`src/interval_timer_pkg.sv`:
```
// Shared constants and types for the 8-bit interval timer.
// Assumes a single bus clock; all users reference names as interval_timer_pkg::name.
package interval_timer_pkg;

    // ------------------------------------------------------------
    // Register map
    // ------------------------------------------------------------
    localparam int REG_ADDR_W = 4;
    localparam int REG_DATA_W = 8;
    localparam logic [3:0] OFS_STATUS_CONTROL = 4'h0;
    localparam logic [3:0] OFS_CLOCK_CONFIG = 4'h1;
    localparam logic [3:0] OFS_COUNT_VALUE = 4'h2;
    localparam logic [3:0] OFS_WRAP_LIMIT = 4'h3;
    localparam logic [7:0] UNMAPPED_READ = 8'h00;

    // ------------------------------------------------------------
    // Field positions
    // ------------------------------------------------------------
    localparam int SC_FLAG_BIT = 7;
    localparam int SC_IRQ_EN_BIT = 6;
    localparam int SC_CLEAR_BIT = 5;
    localparam int SC_HALT_BIT = 4;
    localparam int CLK_SRC_LSB = 4;
    localparam int CLK_SRC_W = 2;
    localparam int CLK_PRESCALE_LSB = 0;
    localparam int CLK_PRESCALE_W = 4;

    // ------------------------------------------------------------
    // Values after reset and limits
    // ------------------------------------------------------------
    localparam logic RST_FLAG = 1'b0;
    localparam logic RST_IRQ_EN = 1'b0;
    localparam logic RST_HALT = 1'b1;
    localparam logic [1:0] RST_CLOCK_SOURCE = 2'h0;
    localparam logic [3:0] RST_PRESCALE = 4'h0;
    localparam logic [7:0] RST_COUNT = 8'h00;
    localparam logic [7:0] RST_WRAP_LIMIT = 8'h00;
    localparam logic [7:0] RST_READ_DATA = 8'h00;
    localparam logic [3:0] PRESCALE_MAX = 4'h8;
    // External clock may run at most at bus rate divided by this
    localparam int EXT_CLOCK_MIN_DIVIDE = 4;

    // ------------------------------------------------------------
    // Types
    // ------------------------------------------------------------
    typedef enum logic [1:0] {
        SRC_BUS,
        SRC_FIXED,
        SRC_EXT_FALL,
        SRC_EXT_RISE
    } clock_source_t;

    typedef struct packed {
        logic [3:0] addr;
        logic [7:0] wrData;
        logic wrStrobe;
        logic rdStrobe;
    } reg_req_t;

endpackage : interval_timer_pkg

```
`src/edge_sync.sv`:
```
// Two-flop synchroniser with edge detection for one asynchronous input.
// Assumes the input changes no faster than a quarter of the clock rate.
`timescale 1ns/10ps
module edge_sync (
    input wire logic clock,
    input wire logic rstN,
    input wire logic asyncIn,
    output logic rise,
    output logic fall
);

    logic metaStage;
    logic stableStage;
    logic prevStage;

    // ------------------------------------------------------------
    // Resample, then compare two settled samples
    // ------------------------------------------------------------
    always_ff @(posedge clock or negedge rstN) begin
        if (!rstN) begin
            metaStage <= 1'b0;
            stableStage <= 1'b0;
            prevStage <= 1'b0;
        end else begin
            metaStage <= asyncIn;
            stableStage <= metaStage;
            prevStage <= stableStage;
        end
    end

    // Only settled samples feed the detector
    assign rise = stableStage & ~prevStage;
    assign fall = ~stableStage & prevStage;

endmodule : edge_sync

```
`src/interval_timer.sv`:
```
// 8-bit modulo interval timer with four byte-wide registers.
// Assumes a register master with one-cycle strobes, read data taken the
// cycle after the read strobe, and an external clock pin at most a quarter
// of the bus rate.
`timescale 1ns/10ps

module interval_timer #(
    parameter int COUNT_W = 8
) (
    input wire logic clock,
    input wire logic nrst,
    input interval_timer_pkg::reg_req_t regReq,
    output logic [7:0] rdData,
    input wire logic extTimerClockIn,
    input wire logic fixedClockTick,
    output logic overflowIrq,
    output logic overflowPulse,
    output logic counterRunning
);

    // ------------------------------------------------------------
    // Parameter check
    // ------------------------------------------------------------
    initial begin
        if (COUNT_W < 1 || COUNT_W > interval_timer_pkg::REG_DATA_W) begin
            $error("interval_timer: COUNT_W must be 1 to 8");
        end
    end

    // ------------------------------------------------------------
    // Reset release
    // ------------------------------------------------------------
    logic rstMeta;
    logic rstN;

    always_ff @(posedge clock or negedge nrst) begin
        if (!nrst) begin
            rstMeta <= 1'b0;
            rstN <= 1'b0;
        end else begin
            rstMeta <= 1'b1;
            rstN <= rstMeta;
        end
    end

    // ------------------------------------------------------------
    // Register state
    // ------------------------------------------------------------
    logic overflowFlag;
    logic overflowIrqEnable;
    logic counterHalt;
    logic [1:0] clockSourceSelect;
    logic [3:0] prescaleShift;
    logic [COUNT_W-1:0] countValue;
    logic [COUNT_W-1:0] wrapLimit;
    logic clearArmed;

    // ------------------------------------------------------------
    // Address decode
    // ------------------------------------------------------------
    logic hitStatus;
    logic hitClock;
    logic hitCount;
    logic hitLimit;
    logic wrStatus;
    logic wrClock;
    logic wrLimit;
    logic rdStatus;

    assign hitStatus = regReq.addr == interval_timer_pkg::OFS_STATUS_CONTROL;
    assign hitClock = regReq.addr == interval_timer_pkg::OFS_CLOCK_CONFIG;
    assign hitCount = regReq.addr == interval_timer_pkg::OFS_COUNT_VALUE;
    assign hitLimit = regReq.addr == interval_timer_pkg::OFS_WRAP_LIMIT;
    assign wrStatus = regReq.wrStrobe & hitStatus;
    assign wrClock = regReq.wrStrobe & hitClock;
    assign wrLimit = regReq.wrStrobe & hitLimit;
    assign rdStatus = regReq.rdStrobe & hitStatus;

    // Write-only self-clearing action; never stored
    logic counterClear;
    assign counterClear = wrStatus & regReq.wrData[interval_timer_pkg::SC_CLEAR_BIT];

    // ------------------------------------------------------------
    // Control fields
    // ------------------------------------------------------------
    always_ff @(posedge clock or negedge rstN) begin
        if (!rstN) begin
            overflowIrqEnable <= interval_timer_pkg::RST_IRQ_EN;
            counterHalt <= interval_timer_pkg::RST_HALT;
        end else if (wrStatus) begin
            overflowIrqEnable <= regReq.wrData[interval_timer_pkg::SC_IRQ_EN_BIT];
            counterHalt <= regReq.wrData[interval_timer_pkg::SC_HALT_BIT];
        end
    end

    // Bits 7:6 of the clock register hold nothing
    always_ff @(posedge clock or negedge rstN) begin
        if (!rstN) begin
            clockSourceSelect <= interval_timer_pkg::RST_CLOCK_SOURCE;
            prescaleShift <= interval_timer_pkg::RST_PRESCALE;
        end else if (wrClock) begin
            clockSourceSelect <= regReq.wrData[interval_timer_pkg::CLK_SRC_LSB +:
                interval_timer_pkg::CLK_SRC_W];
            // Shifts past the maximum saturate rather than wrap
            if (regReq.wrData[interval_timer_pkg::CLK_PRESCALE_LSB +:
                    interval_timer_pkg::CLK_PRESCALE_W] > interval_timer_pkg::PRESCALE_MAX) begin
                prescaleShift <= interval_timer_pkg::PRESCALE_MAX;
            end else begin
                prescaleShift <= regReq.wrData[interval_timer_pkg::CLK_PRESCALE_LSB +:
                    interval_timer_pkg::CLK_PRESCALE_W];
            end
        end
    end

    always_ff @(posedge clock or negedge rstN) begin
        if (!rstN) begin
            wrapLimit <= interval_timer_pkg::RST_WRAP_LIMIT[COUNT_W-1:0];
        end else if (wrLimit) begin
            wrapLimit <= regReq.wrData[COUNT_W-1:0];
        end
    end

    // ------------------------------------------------------------
    // Clock source selection
    // ------------------------------------------------------------
    logic extRise;
    logic extFall;
    logic sourceTick;
    logic countTick;
    logic running;

    edge_sync extSync (
        .clock(clock),
        .rstN(rstN),
        .asyncIn(extTimerClockIn),
        .rise(extRise),
        .fall(extFall)
    );

    always_comb begin
        case (interval_timer_pkg::clock_source_t'(clockSourceSelect))
            interval_timer_pkg::SRC_BUS: sourceTick = 1'b1;
            interval_timer_pkg::SRC_FIXED: sourceTick = fixedClockTick;
            interval_timer_pkg::SRC_EXT_FALL: sourceTick = extFall;
            interval_timer_pkg::SRC_EXT_RISE: sourceTick = extRise;
            default: sourceTick = 1'b0;
        endcase
    end

    // Halt freezes the prescaler too, so resuming keeps the phase
    assign running = ~counterHalt;

    tick_prescaler #(
        .DIV_W(8)
    ) prescaler (
        .clock(clock),
        .rstN(rstN),
        .clear(counterClear),
        .run(running),
        .srcTick(sourceTick),
        .shift(prescaleShift),
        .tick(countTick)
    );

    // ------------------------------------------------------------
    // Counter
    // ------------------------------------------------------------
    logic [COUNT_W-1:0] wrapPoint;
    logic wrapNow;

    // A limit of zero lets the counter run through its full range
    assign wrapPoint = (wrapLimit == '0) ? {COUNT_W{1'b1}} : wrapLimit;
    assign wrapNow = countTick & (countValue == wrapPoint);

    always_ff @(posedge clock or negedge rstN) begin
        if (!rstN) begin
            countValue <= interval_timer_pkg::RST_COUNT[COUNT_W-1:0];
        end else if (counterClear) begin
            countValue <= '0;
        end else if (wrapNow) begin
            countValue <= '0;
        end else if (countTick) begin
            countValue <= countValue + 1'b1;
        end
    end

    // ------------------------------------------------------------
    // Overflow flag and its two-step clear
    // ------------------------------------------------------------
    logic flagClearByAck;
    logic flagClear;

    // Only a read that saw the flag set arms the clear
    always_ff @(posedge clock or negedge rstN) begin
        if (!rstN) begin
            clearArmed <= 1'b0;
        end else if (wrStatus || !overflowFlag) begin
            clearArmed <= 1'b0;
        end else if (rdStatus) begin
            clearArmed <= 1'b1;
        end
    end

    assign flagClearByAck = wrStatus & clearArmed
        & ~regReq.wrData[interval_timer_pkg::SC_FLAG_BIT];
    assign flagClear = flagClearByAck | counterClear | wrLimit;

    // A wrap in the clearing cycle keeps the flag set
    always_ff @(posedge clock or negedge rstN) begin
        if (!rstN) begin
            overflowFlag <= interval_timer_pkg::RST_FLAG;
        end else if (wrapNow) begin
            overflowFlag <= 1'b1;
        end else if (flagClear) begin
            overflowFlag <= 1'b0;
        end
    end

    // ------------------------------------------------------------
    // Outputs
    // ------------------------------------------------------------
    // Request is a level; it follows the flag with one cycle of delay
    always_ff @(posedge clock or negedge rstN) begin
        if (!rstN) begin
            overflowIrq <= 1'b0;
        end else begin
            overflowIrq <= overflowIrqEnable & overflowFlag;
        end
    end

    always_ff @(posedge clock or negedge rstN) begin
        if (!rstN) begin
            overflowPulse <= 1'b0;
            counterRunning <= 1'b0;
        end else begin
            overflowPulse <= wrapNow;
            counterRunning <= running;
        end
    end

    // ------------------------------------------------------------
    // Read path
    // ------------------------------------------------------------
    logic [7:0] next_rdData;

    always_comb begin
        next_rdData = interval_timer_pkg::UNMAPPED_READ;
        if (hitStatus) begin
            next_rdData[interval_timer_pkg::SC_FLAG_BIT] = overflowFlag;
            next_rdData[interval_timer_pkg::SC_IRQ_EN_BIT] = overflowIrqEnable;
            next_rdData[interval_timer_pkg::SC_CLEAR_BIT] = 1'b0;
            next_rdData[interval_timer_pkg::SC_HALT_BIT] = counterHalt;
        end else if (hitClock) begin
            next_rdData[interval_timer_pkg::CLK_SRC_LSB +:
                interval_timer_pkg::CLK_SRC_W] = clockSourceSelect;
            next_rdData[interval_timer_pkg::CLK_PRESCALE_LSB +:
                interval_timer_pkg::CLK_PRESCALE_W] = prescaleShift;
        end else if (hitCount) begin
            next_rdData[COUNT_W-1:0] = countValue;
        end else if (hitLimit) begin
            next_rdData[COUNT_W-1:0] = wrapLimit;
        end
    end

    // Data stand only in the cycle after the read strobe
    always_ff @(posedge clock or negedge rstN) begin
        if (!rstN) begin
            rdData <= interval_timer_pkg::RST_READ_DATA;
        end else if (regReq.rdStrobe) begin
            rdData <= next_rdData;
        end else begin
            rdData <= interval_timer_pkg::RST_READ_DATA;
        end
    end

endmodule : interval_timer

```
`src/tick_prescaler.sv`:
```
// Power-of-two prescaler: passes one of every 2^shift source ticks.
// Assumes srcTick is a one-cycle enable; output tick is combinational.
`timescale 1ns/10ps
module tick_prescaler #(
    parameter int DIV_W = 8
) (
    input wire logic clock,
    input wire logic rstN,
    input wire logic clear,
    input wire logic run,
    input wire logic srcTick,
    input wire logic [3:0] shift,
    output logic tick
);

    logic [DIV_W-1:0] divCount;
    logic [DIV_W-1:0] mask;

    initial begin
        if (DIV_W < 1 || DIV_W > 15) begin
            $error("tick_prescaler: DIV_W out of range");
        end
    end

    // ------------------------------------------------------------
    // Low shift bits all ones marks the last tick of a period
    // ------------------------------------------------------------
    always_comb begin
        mask = '0;
        for (int i = 0; i < DIV_W; i++) begin
            mask[i] = (i < int'(shift));
        end
    end

    assign tick = run & srcTick & ((divCount & mask) == mask);

    always_ff @(posedge clock or negedge rstN) begin
        if (!rstN) begin
            divCount <= '0;
        end else if (clear) begin
            divCount <= '0;
        end else if (run && srcTick) begin
            divCount <= divCount + 1'b1;
        end
    end

endmodule : tick_prescaler
```
`config.mk`:
```
export PLATFORM = sky130hd
export DESIGN_NAME = interval_timer
export DESIGN_NICKNAME = d
export VERILOG_FILES = /design/src/interval_timer_pkg.sv /design/src/edge_sync.sv /design/src/interval_timer.sv /design/src/tick_prescaler.sv
export SDC_FILE = /design/constraint.sdc
export NUM_CORES = 1
export LEC_CHECK = 0
export ABC_CLOCK_PERIOD_IN_PS = 3400
export BUFFER_PORTS_ARGS = -buffer_cell sky130_fd_sc_hd__buf_4
export CAP_MARGIN = 5
export CELL_PAD_IN_SITES_DETAIL_PLACEMENT = 1
export CELL_PAD_IN_SITES_GLOBAL_PLACEMENT = 1
export CORE_MARGIN = 3
export CORE_UTILIZATION = 49
export CTS_CLUSTER_SIZE = 24
export DETAILED_ROUTE_END_ITERATION = 8
export PLACE_DENSITY_LB_ADDON = 0.25
export SYNTH_ARGS = -nofsm -noshare
export SYNTH_HDL_FRONTEND = slang
export SYNTH_SLANG_ARGS = --single-unit
```
`constraint.sdc`:
```
create_clock -name clock -period 3.4 [get_ports clock]
set_input_delay 0.17 -clock clock [delete_from_list [all_inputs] [get_ports clock]]
set_output_delay 0.17 -clock clock [all_outputs]
set_load 0.1 [all_outputs]
```
==> out/metrics.cfg <==
[global_route]
grt_max_degree=49
grt_usage=0.218
busiest_layer=met2
grt_use_met1=0.292
grt_pass1_wl_um=10200
grt_pass1_vias=2022
antenna_found_initial=0
grt_use_met2=0.363
globalRouteMet3Util=0.0376
overflow=0

[layout]
regArea_um2=1250
area_growth_pct=15.4
fillers=516
drive_gt1_frac=0.244
final_cell_mix=48 x dfrtp_1, 28 x buf_4, 25 x nor2_1
n_antenna_cell=0
stdcell_area_um2=2840
multiInputGateArea_um2=1150
finalNonFillerCells=321
final_common_cell=dfrtp_1
nets=273
final_core_util=0.593

[worst_hold_path]
hold_path_class=in -> reg
worstHoldStart=regReq[8]

[power]
ir_drop_mv=0.343
powerDensity_nw_per_um2=632
p_leak_nw=1.22

[clocking]
cts_sinks=50
cts_max_path_buffers=2
root_buffer=clkbuf_8
worstSkewPairLatency_ps=300
h-tree-depth=2
clk_pin_slew_ps=90
cts_resized=0
cts_tree=built
cts_buffers=5

[sta]
max_slew_margin=0.320
tightest_slew_ps=1020
finalSetupViolCount=0
fin_setup_tns_ps=0
fin_crit_sh=0.711
setup_slack_ps=984
maxSlewViolCount=0
grt_setup_unrepaired=false
fin_crit_ps=2420
max_freq_ghz=0.414
fin_worst_skew_ps=7.39
finalHoldViolations=0

[synth]
yosysWarnings=0
syn_nets=245
async_flop_share=1.00
ys_ff_latch=50
seq_area_frac_synth=0.510
synth-main-ff-cell=dfrtp_1
synth_cell_type_count=47
syn_area_um2=2460
synth_area_per_cell_um2=10.9
syn_inst=225
synth-edff-count=0

[placement]
place_area_um2=2720
hpwlAfterDp_um=4210
portBuffers=28
gp_congestion=0.774
dpl.cell_count=311
post-place-ws_ps=986

[drt]
via_count=1892
ant_nets=0
wirelength_um=5900
drt-initial-drc-count=49
drc=0
avgViaCountPerCell=5.89
wl_per_cell_um=18.4
dr.pass1.iters=4

[setup_path]
slowest_delay_ps=640
crit_arrival_ps=2650
crit_fanout=12
r2r-start=extSync.stableStage$_DFF_PN0_
cp-end-kind=flop
crit_family=simple AND/OR/NAND/NOR gates
start_kind=flop
crit_type=reg -> reg
worst-path-buf-inv=0
crit_start=extSync.stableStage$_DFF_PN0_
critPathSlowestCell=or4b_1
crit_chain=nand2b_1 -> a21o_1 -> a31oi_4 -> nand4_1 -> or4b_1 -> a21oi_1
cp_data_required_time_ps=3630

[status]
run_status=complete, no violations

[die]
rows=25
coreArea_um2=4790
dieArea_um2=5900
start_util=0.513
die_h_um=76.8
pin_count=29
die_w_um=76.8

[flow_run]
drv_cap=0

==> worst reg2reg max path: cells and delay by family (launching register included) <==
family,cells,cell delay [ps]
DFF,1,410
AOI/OAI and AO/OA,3,650
and+or+nand+nor,3,1290
==> synth_stat cells, types with 2 or more instances <==
cell | number | area [um2]
o31ai_1 | 2 | 15.0
o41ai_1 | 2 | 17.5
a31oi_4 | 2 | 42.5
dfrtp_1 | 49 | 1230
a21oi_1 | 3 | 15.0
nand2_1 | 16 | 60.1
nand3_1 | 8 | 40.0
nor2_1 | 25 | 93.8
nand2b_1 | 6 | 37.5
a32oi_1 | 4 | 35.0
xnor2_1 | 9 | 78.8
inv_1 | 4 | 15.0
ha_1 | 2 | 25.0
a21o_1 | 6 | 45.0
o221ai_1 | 5 | 43.8
xor2_1 | 5 | 43.8
o21ai_0 | 8 | 40.0
o211ai_1 | 3 | 22.5
a31oi_1 | 2 | 12.5
and3_1 | 6 | 37.5
or4_4 | 2 | 22.5
o41ai_2 | 2 | 32.5
mux2i_1 | 4 | 40.0
nand4_1 | 9 | 56.3
clkbuf_1 | 8 | 30.0
mux2_2 | 12 | 135
==> cells by family after synthesis <==
family / count (synthesis) / share of synthesized area
adder cells (fa/ha/maj): 2 / 0.0102
AND/OR/NAND/NOR: 84 / 0.186
flip-flops: 50 / 0.510
other: 1 / 0.00153
multiplexers: 16 / 0.0713
buffers and inverters: 13 / 0.0204
XOR/XNOR: 14 / 0.0499
AO/OA/AOI/OAI: 45 / 0.151
==> final timing paths <==
path                                                   to  slack, ps  cells after the start
worst max-delay path            countValue[5]$_DFFE_PN0P_        980                      6
worst min-delay path             wrapLimit[6]$_DFFE_PN0P_        100                      2
worst max register to register  countValue[5]$_DFFE_PN0P_        980                      6
worst min register to register             rstN$_DFF_PN0_        360                      0
max in group asynchronous          clearArmed$_DFFE_PN0P_       2310                      0
min in group asynchronous                  rstN$_DFF_PN0_        190                      2
==> stage by stage <==
| stage | hold WS [ps] | power [W] |
|---|---|---|
| 2_1_floorplan | -126 | 0.00127 |
| 3_3_place_gp | -47.6 | 0.00140 |
| 3_5_place_dp | -45.4 | 0.00143 |
| 4_1_cts | 93.9 | 0.00181 |
| 5_1_grt | 98.6 | 0.00192 |
| 6_report | 99.0 | 0.00179 |
==> power by group <==
part	total, W	switching [W]	internal [W]	leakage (nW)
Combinational	0.000512	0.000274	0.000238	0.550
Sequential	0.000913	0.000196	0.000717	0.620
Clock	0.000368	0.000200	0.000168	0.0478
==> layer usage <==
layer  up-vias  part of all wire
li1        881                 -
met1       968              0.45
met2        35              0.51
met3         8             0.029
met4         0             0.013
met5         -                 0
==> what timing repair did <==
| action | CTS | global route |
|---|---|---|
| endpoints found under the hold margin | 3 | 0 |
| hold buffers | 2 | 0 |
| buffers inserted | 0 | 0 |
==> registers in the layout, indices dropped and copies added (netlist names) <==
signal,cells
counterRunning,1
wrapLimit,8
counterHalt,1
extSync.prevStage,1
rdData,8
rstMeta,1
prescaleShift,4
clockSourceSelect,2
overflowFlag,1
countValue,8
overflowIrqEnable,1
prescaler.divCount,8
extSync.stableStage,1
rstN,1
clearArmed,1
overflowPulse,1
overflowIrq,1
extSync.metaStage,1
==> layout make-up <==
cell class	instances	share of cell area
inverters	4	0.00529
clock inverters	2	0.00573
repair buffers	30	0.0812
clock buffers	6	0.0291
flip-flops and latches	50	0.442
multi-input cells	162	0.407
well taps	67	0.0296
Note: power is estimated with default switching activity, not from simulation.
